**src/verilog/fra_pkg.sv**
```systemverilog
// Package: opcodes, widths and reset values for the file-register ALU slice
package fra_pkg;
   localparam int unsigned DATA_W    = 8;
   localparam int unsigned FADDR_W   = 7;
   localparam logic [7:0]  W_RESET   = 8'h00;
   localparam logic        C_RESET   = 1'b0;
   localparam logic        Z_RESET   = 1'b0;
   localparam logic        FWE_RESET = 1'b0;
   localparam logic [FADDR_W-1:0] FADDR_RESET = 7'h00;
   localparam logic [DATA_W-1:0]  FDATA_RESET = 8'h00;
   localparam logic        DEST_WORK = 1'b0;
   localparam logic        DEST_FILE = 1'b1;

   typedef enum logic [2:0] {
      increment_file_op,
      or_work_with_file_op,
      shift_left_logical_op,
      shift_right_logical_op,
      move_file_op
   } fra_op_e;
endpackage

```
**src/verilog/fra_result_calc.sv**
```systemverilog
// Combinational result, carry and zero for one file-register operation
`timescale 1ns/1ns
module fra_result_calc
   import fra_pkg::*;
(
   input  wire logic [2:0]        op,        // Operation code
   input  wire logic [DATA_W-1:0] file_val,  // File operand
   input  wire logic [DATA_W-1:0] work_val,  // Working register
   output logic      [DATA_W-1:0] result,    // Result byte
   output logic                   carry_out, // New carry
   output logic                   carry_upd, // Carry is updated
   output logic                   zero_out   // New zero
);
   always_comb begin
      result    = file_val;
      carry_out = 1'b0;
      carry_upd = 1'b0;
      unique case (op)
         increment_file_op: begin
            result = file_val + 8'h01;
         end
         or_work_with_file_op: begin
            result = work_val | file_val;
         end
         shift_left_logical_op: begin
            result    = {file_val[6:0], 1'b0};
            carry_out = file_val[7];
            carry_upd = 1'b1;
         end
         shift_right_logical_op: begin
            result    = {1'b0, file_val[7:1]};
            carry_out = file_val[0];
            carry_upd = 1'b1;
         end
         move_file_op: begin
            result = file_val;
         end
         default: begin
            result = file_val;
         end
      endcase
   end

   assign zero_out = (result == 8'h00);
endmodule

```
**src/verilog/fra_alu.sv**
```systemverilog
// Top: file-register ALU slice with working register and C/Z flags
`timescale 1ns/1ns
module fra_alu
   import fra_pkg::*;
(
   input  wire logic               sys_clk,    // 250 MHz core clock
   input  wire logic               nrst,       // Async reset, active low
   input  wire logic               exec,       // Execute op this cycle
   input  wire logic [2:0]         op,         // Operation code (fra_op_e)
   input  wire logic               dest_sel,   // 0 to W, 1 to file
   input  wire logic [FADDR_W-1:0] file_addr,  // Addressed file register
   input  wire logic [DATA_W-1:0]  file_rdata, // File operand value
   output logic                    file_we,    // File write strobe
   output logic      [FADDR_W-1:0] file_waddr, // File write address
   output logic      [DATA_W-1:0]  file_wdata, // File write data
   output logic      [DATA_W-1:0]  work_q,     // Working register
   output logic                    carry_q,    // Carry flag
   output logic                    zero_q      // Zero flag
);
   // Decoded operation code
   fra_op_e            op_kind;

   // Destination split
   logic               to_work;
   logic               to_file;

   // Calculator outputs
   logic [DATA_W-1:0]  result;
   logic               calc_carry;
   logic               calc_zero;

   // Load enables, one per register
   logic               work_load;
   logic               file_load;
   logic               zero_load;
   logic               carry_load;

   // Next values
   logic [DATA_W-1:0]  work_d;
   logic               carry_d;
   logic               zero_d;
   logic               file_we_d;
   logic [FADDR_W-1:0] file_waddr_d;
   logic [DATA_W-1:0]  file_wdata_d;

   // Unlisted codes fold onto move: zero still
   // tracks the operand and carry stays put
   always_comb begin
      op_kind = move_file_op;
      unique case (op)
         increment_file_op: begin
            op_kind = increment_file_op;
         end
         or_work_with_file_op: begin
            op_kind = or_work_with_file_op;
         end
         shift_left_logical_op: begin
            op_kind = shift_left_logical_op;
         end
         shift_right_logical_op: begin
            op_kind = shift_right_logical_op;
         end
         move_file_op: begin
            op_kind = move_file_op;
         end
         default: begin
            op_kind = move_file_op;
         end
      endcase
   end

   // Result byte and new flags for the decoded op
   // Operand arrives in the exec cycle, unregistered
   // Carry update is decoded below, so carry_upd stays open
   fra_result_calc u_calc (
      .op        (op_kind),
      .file_val  (file_rdata),
      .work_val  (work_q),
      .result    (result),
      .carry_out (calc_carry),
      .carry_upd (),
      .zero_out  (calc_zero)
   );

   // Exactly one destination takes each executed result
   // destination select bit
   assign to_work = exec && (dest_sel == DEST_WORK);
   assign to_file = exec && (dest_sel == DEST_FILE);

   // Load enables for the decoded op
   always_comb begin
      work_load  = to_work;
      file_load  = to_file;
      // Idle cycles load nothing
      zero_load  = 1'b0;
      carry_load = 1'b0;
      if (exec) begin
         unique case (op_kind)
            increment_file_op,
            or_work_with_file_op,
            move_file_op: begin
               zero_load = 1'b1;
            end
            shift_left_logical_op,
            shift_right_logical_op: begin
               zero_load  = 1'b1;
               carry_load = 1'b1;
            end
         endcase
      end
   end

   // Working register next value
   always_comb begin
      work_d = work_q;
      if (work_load) begin
         work_d = result;
      end
   end

   always_comb begin
      zero_d = zero_q;
      if (zero_load) begin
         zero_d = calc_zero;
      end
   end

   always_comb begin
      carry_d = carry_q;
      if (carry_load) begin
         carry_d = calc_carry;
      end
   end

   // Write-back next values; address and data
   // hold their last write between strobes.
   // No forwarding: the write lands a cycle late,
   // so the caller bypasses a back-to-back read
   // of the same address.
   always_comb begin
      file_we_d    = file_load;
      file_waddr_d = file_waddr;
      file_wdata_d = file_wdata;
      if (file_load) begin
         file_waddr_d = file_addr;
         file_wdata_d = result;
      end
   end

   // W feeds the next op, so results chain back to back
   // working register
   always_ff @(posedge sys_clk or negedge nrst) begin
      if (!nrst) begin
         work_q <= W_RESET;
      end else begin
         work_q <= work_d;
      end
   end

   // One-cycle strobe, low in reset so no
   // stray write follows a reset release
   // file write strobe
   always_ff @(posedge sys_clk or negedge nrst) begin
      if (!nrst) begin
         file_we <= FWE_RESET;
      end else begin
         file_we <= file_we_d;
      end
   end

   // Address and data only meaningful with the strobe
   // write address
   always_ff @(posedge sys_clk or negedge nrst) begin
      if (!nrst) begin
         file_waddr <= FADDR_RESET;
      end else begin
         file_waddr <= file_waddr_d;
      end
   end

   always_ff @(posedge sys_clk or negedge nrst) begin
      if (!nrst) begin
         file_wdata <= FDATA_RESET;
      end else begin
         file_wdata <= file_wdata_d;
      end
   end

   // Loaded on every executed op, so a move back
   // to the same register serves as a zero test
   // zero flag
   always_ff @(posedge sys_clk or negedge nrst) begin
      if (!nrst) begin
         zero_q <= Z_RESET;
      end else begin
         zero_q <= zero_d;
      end
   end

   // Carry resets clear; shifts are its only writers
   // carry flag
   always_ff @(posedge sys_clk or negedge nrst) begin
      if (!nrst) begin
         carry_q <= C_RESET;
      end else begin
         carry_q <= carry_d;
      end
   end
endmodule

```
**config.mk**
```make
export PLATFORM = sky130hd
export DESIGN_NAME = fra_alu
export DESIGN_NICKNAME = d
export VERILOG_FILES = /design/src/verilog/fra_pkg.sv /design/src/verilog/fra_result_calc.sv /design/src/verilog/fra_alu.sv
export SDC_FILE = /design/constraint.sdc
export NUM_CORES = 1
export LEC_CHECK = 0
export ABC_CLOCK_PERIOD_IN_PS = 3900
export BUFFER_PORTS_ARGS = -buffer_cell sky130_fd_sc_hd__clkbuf_2
export CORE_MARGIN = 1
export CORE_UTILIZATION = 50
export CTS_BUF_LIST = sky130_fd_sc_hd__clkbuf_16
export DETAILED_ROUTE_END_ITERATION = 6
export PLACE_DENSITY = 0.79
export SLEW_MARGIN = 5
export SYNTH_ARGS = -nofsm -noshare
export SYNTH_HDL_FRONTEND = slang
export SYNTH_SLANG_ARGS = --single-unit
```
**constraint.sdc**
```tcl
create_clock -name sys_clk -period 3.9 [get_ports sys_clk]
set_input_delay 0.78 -clock sys_clk [delete_from_list [all_inputs] [get_ports sys_clk]]
set_output_delay 0.78 -clock sys_clk [all_outputs]
set_load 0.005 [all_outputs]
```
# --- Word level (Yosys, flattened, before mapping) ---
# Cells that the tools add are included.
classes:
  addsub: 1
  eq_ne: 7
  mux: 7
  bitwise: 2
  n_reduce_logical: 7
ops:
  columns: ["cell", "count"]
  rows:
  - ["one-hot mux 8 bit (4 select lines)", 1]
  - ["== test 3 x 2 -> 1 bit, second input constant", 4]
  - ["one-hot mux 3 bit (4 select lines)", 1]
  - ["adder 8 x 1 -> 8 bit, second input constant", 1]
  - ["zero test 8 bit", 1]
  - ["OR 8 bit", 1]
  - ["== test 3 x 1 -> 1 bit, second input constant", 2]
  - ["zero test 3 bit", 2]
  - ["OR reduction 5 bit", 1]
  - ["2-to-1 mux 1 bit", 4]
  - ["== test 3 bit, second input constant", 1]
  - ["logical AND 1 bit", 2]
  - ["one-hot mux 1 bit (2 select lines)", 1]
  - ["OR reduction 2 bit", 1]
  - ["inverter 1 bit", 1]
word_totals:
  reg_bits: 26
  output_inout_bits: 26
  wordCells: 30

# --- Depth between registers and ports, before layout ---
depth:
  word_depth: 6
  depth_mapped: 7

# --- By module ---
# From an unflattened synthesis, not the netlist that was laid out.
unflattened:
  cells_unflattened: 145
  hier_area_um2: 1619.1
modules_own_cells:
  columns: ["mod", "n_inst", "cells_per_inst", "area_per_inst_um2"]
  rows:
  - ["fra_alu", 1, 60, 1033.5]
  - ["fra_result_calc", 1, 85, 585.6]

# --- Worst setup path after synthesis ---
# Ideal clock, no wire load.
synth_path:
  kind: "input to register"
  from: "input op[0]"
  to: "register zero_q"
  setup_ns: 0.122
  arrival_ns: 1.931
  required_time_ns: 3.778
  path_slack_ns: 1.847
  path_stages: 6
  path_cell_list: "buf_6 > buf_12 > or3_4 > nor4_2 > nor4_4 > a32o_1"
synth_between:
  elab_chain_len: 5
  word_cells_on_any_way: 11
  classes_between: "eq/ne (6); mux (2); reduce/logical (3)"
synth_lines:
  columns: ["item", "line", "source"]
  rows:
  - ["from (decl)", "fra_alu.sv:9", "input wire logic [2:0] op,"]
  - ["== test 3 x 2 -> 1 bit, or another cell as far along", "fra_alu.sv:50", "unique case (op)"]
  - ["one-hot mux 3 bit (4 select lines) *", "fra_alu.sv:50", null]
  - ["== test 3 x 2 -> 1 bit, or another cell as far along", "fra_result_calc.sv:18", "unique case (op)"]
  - ["one-hot mux 8 bit (4 select lines) *", "fra_result_calc.sv:18", null]
  - ["zero test 8 bit *", "fra_result_calc.sv:44", "assign zero_out = (result == 8'h00);"]
  - ["to (signal assigned)", "fra_alu.sv:196", "zero_q <= zero_d;"]
  - ["to (decl)", "fra_alu.sv:18", "output logic zero_q"]
# Mark *: on every way between the ends. The rest lies on a longest branch, timed or not.
# A chain may end at the register's enable or synchronous reset.

# --- Final worst setup path ---
layout_path:
  from: "input op[1]"
  to: "register zero_q"
# The elaborated chain is that of the path after synthesis.

==> metrics.txt <==
outcome finished with violations; violated checks DRC; vias in the first global route 1258; post-cts resize count 0; Final Wtd Congestion 0.855; grt ovf 0; critical path endpoint category flip-flop; clock-pin slew on the worst setup and hold paths 0.06 ns; Slew Limit Fails 0; top cell type's share of synthesized area 43.0%; first-pass GRT wire length 5710 um; Fin. Hold Viols 0; Post-Synth XOR/XNOR Area 0%; Die H 57.0 um; Finish-stage setup viols 0; mean post-synth cell area 9.64 sq um; CP max-delay cell a2111oi_1; Comb power frac 20.3%; sequential share of the synthesized area 43.0%; fraction of layout cells with a size suffix above 1 32.7%; ys async rst share 100%; maxcap violations 0; Post-Syn Nets 180; Die W 57.0 um; synth top area cells dfrtp_1, nand2_1, mux2_2, o21ai_0, nand2b_1; CTS tree done; mean number of vias per cell 6.10; Req. time, crit path 4.10 ns; HPWL Detailed 2640 um; clk buf depth 2; Synth Flop Type dfrtp_1; Fmax 445 MHz; CP peak stage delay 0.46 ns; main combinational cell family by area after synthesis compound AO/OA/AOI/OAI gates; synth cell count leaders dfrtp_1, nand2_1, o21ai_0; flop2flop setup slack 2.17 ns; reg2reg start work_q[3]; crit-path max FO 25; crit share post-route 57.6%; post-synthesis simple-gate area fraction 21.8%; Tot GR Track Use 22.9%; # fillers 231; post-synthesis compound-gate area fraction 21.8%; Adder-Cell Fraction of Synth Area 0.827%; I/O Buffers 47; final wirelength 3480 um; Num CTS Buffers 3; Data arrival, critical path 2.45 ns; sequential share of power 42.5%; initial DRC count 70; multi-input logic area 772 sq um; min-delay src carry_q; drt pass-1 iters 7; Post-CTS Hold Buffers 0; sequential cell area 651 sq um; Hold Crit Class flip-flop to flip-flop; Tightest Pin Transition 0.715 ns; setup tns final 0 ns; Post-synth EDFFs 0; critical path class input port to flip-flop; clock sinks 26; cell chain of the critical path clkbuf_2 > nor2_1 > and3_2 > a2111oi_1 > and4_1 > a32o_1; vias after detailed routing 1402; Distinct cells, synth 49; Synth warnings 0; Ports 48; Max Clock Skew 0.00233 ns; worst hold endpoint carry_q; post-route minimum period 2.25 ns; LEAKAGE 0.869 nW; average wire per standard cell 15.1 um; core area 2810 sq um; initial antenna violation count 0; Switching Fraction 25.4%; VDD IR max 0.000322 V; Post CTS Setup Buffer Count 0; post-synthesis mux area share 6.62%; H-tree Lvls 1; Hold Crit Depth 2; later-pin clock latency in the skew report 0.26 ns; row cnt 19; Worst R2R End zero_q; Initial Util 53.9%; Layout Cells excl Fill 230; worst reg2reg path depth 5; Net Sw Power 0.000200 W; # placed instances 226; overall power 0.000785 W; cell area after synthesis 1510 sq um; biggest area consumer among synthesized cells dfrtp_1; Slew Limit Headroom 52.2%; clock power share 37.2%; post-synthesis instance total 157; final net count 223; residual DRC count 8; n_diodes 0; RSZ-0062 raised after global routing false; top-count cell post-synth dfrtp_1; fin util 64.8%; startpoint types input port; Die Area 3250 sq um; synthesized flop and latch total 26; hold slack 0.489 ns; Final ANT Viol Nets 0; CTS root buffer clkbuf_16; largest net degree at the start of global routing 27; area grow syn2layout 20.1%; PwrDens 432 nW/um^2; Int Power 0.000585 W
-- cells in the final DEF (no fill, tap or decap), drive strengths merged, types with 2 or more instances in the layout --
cell / count
a21o: 2
nor4: 4
nor2: 5
a221oi: 2
clkbuf: 50
nand2: 25
nand3b: 2
a311oi: 2
nor3: 5
o21ai: 19
inv: 4
and3: 3
dfrtp: 26
a2111oi: 2
nand2b: 6
nand3: 3
a21oi: 6
o21bai: 4
nor2b: 2
or3: 2
mux2: 8
-- logic make-up (layout without fill, tap and decap cells) --
logic type	after synthesis	after routing
adders and majority gates	1	1
buffers and inverters	13	55
AOI/OAI and AO/OA	48	48
muxes	9	9
DFF	26	26
and+or+nand+nor	60	60
-- through the flow --
stage | worst slack [ns] | cell area [sq um]
after floorplan | 1.85 | 1510
after global placement | 1.50 | 1710
after detailed placement | 1.44 | 1710
after CTS | 1.66 | 1820
after global routing | 1.52 | 1820
final | 1.65 | 1820
-- state kept, by name, indices dropped and copies added (netlist names) --
signal and cells:
file_we 1, carry_q 1, work_q 8, file_wdata 8, file_waddr 7, zero_q 1
-- metal layers --
metal / track usage (%) / part of all wire, %
met2: 34.6 / 46
met5: 0 / 0
met1: 33.2 / 44
met3: 3.17 / 7.5
met4: 10.1 / 2.2
-- final cells by class --
| class | instances | area share (%) |
|---|---|---|
| well taps | 31 | 2.13 |
| flip-flops and latches | 26 | 35.8 |
| repair buffers | 47 | 12.9 |
| clock buffers | 3 | 4.13 |
| inverters | 4 | 0.826 |
| multi-input cells | 118 | 42.5 |
| clock inverters | 1 | 1.65 |
-- worst max-delay path: cells and delay by family --
family	cells	cell delay, ns
AO/OA/AOI/OAI	2	0.62
buffers and inverters	1	0.35
AND/OR/NAND/NOR	3	0.69
-- how the worst max path moves through the flow --
stage / startpoint / to / slack, ns / cells past startpoint
finish: op[1] / zero_q / 1.65 / 6
global route: op[1] / zero_q / 1.52 / 6
CTS: op[1] / zero_q / 1.66 / 6
detailed placement: op[1] / zero_q / 1.44 / 6
global placement: op[1] / zero_q / 1.50 / 6
floorplan: op[0] / zero_q / 1.85 / 6
-- power by group through the flow --
stage	Clock, W	Combinational (W)	Sequential [W]
after floorplan	0	0.0000842	0.000337
after CTS	0.000295	0.000161	0.000333
after global placement	0	0.000155	0.000335
after global routing	0.000306	0.000178	0.000337
final	0.000292	0.000159	0.000333
after detailed placement	0	0.000159	0.000338
No activity file was read; power rests on OpenSTA's default activity.
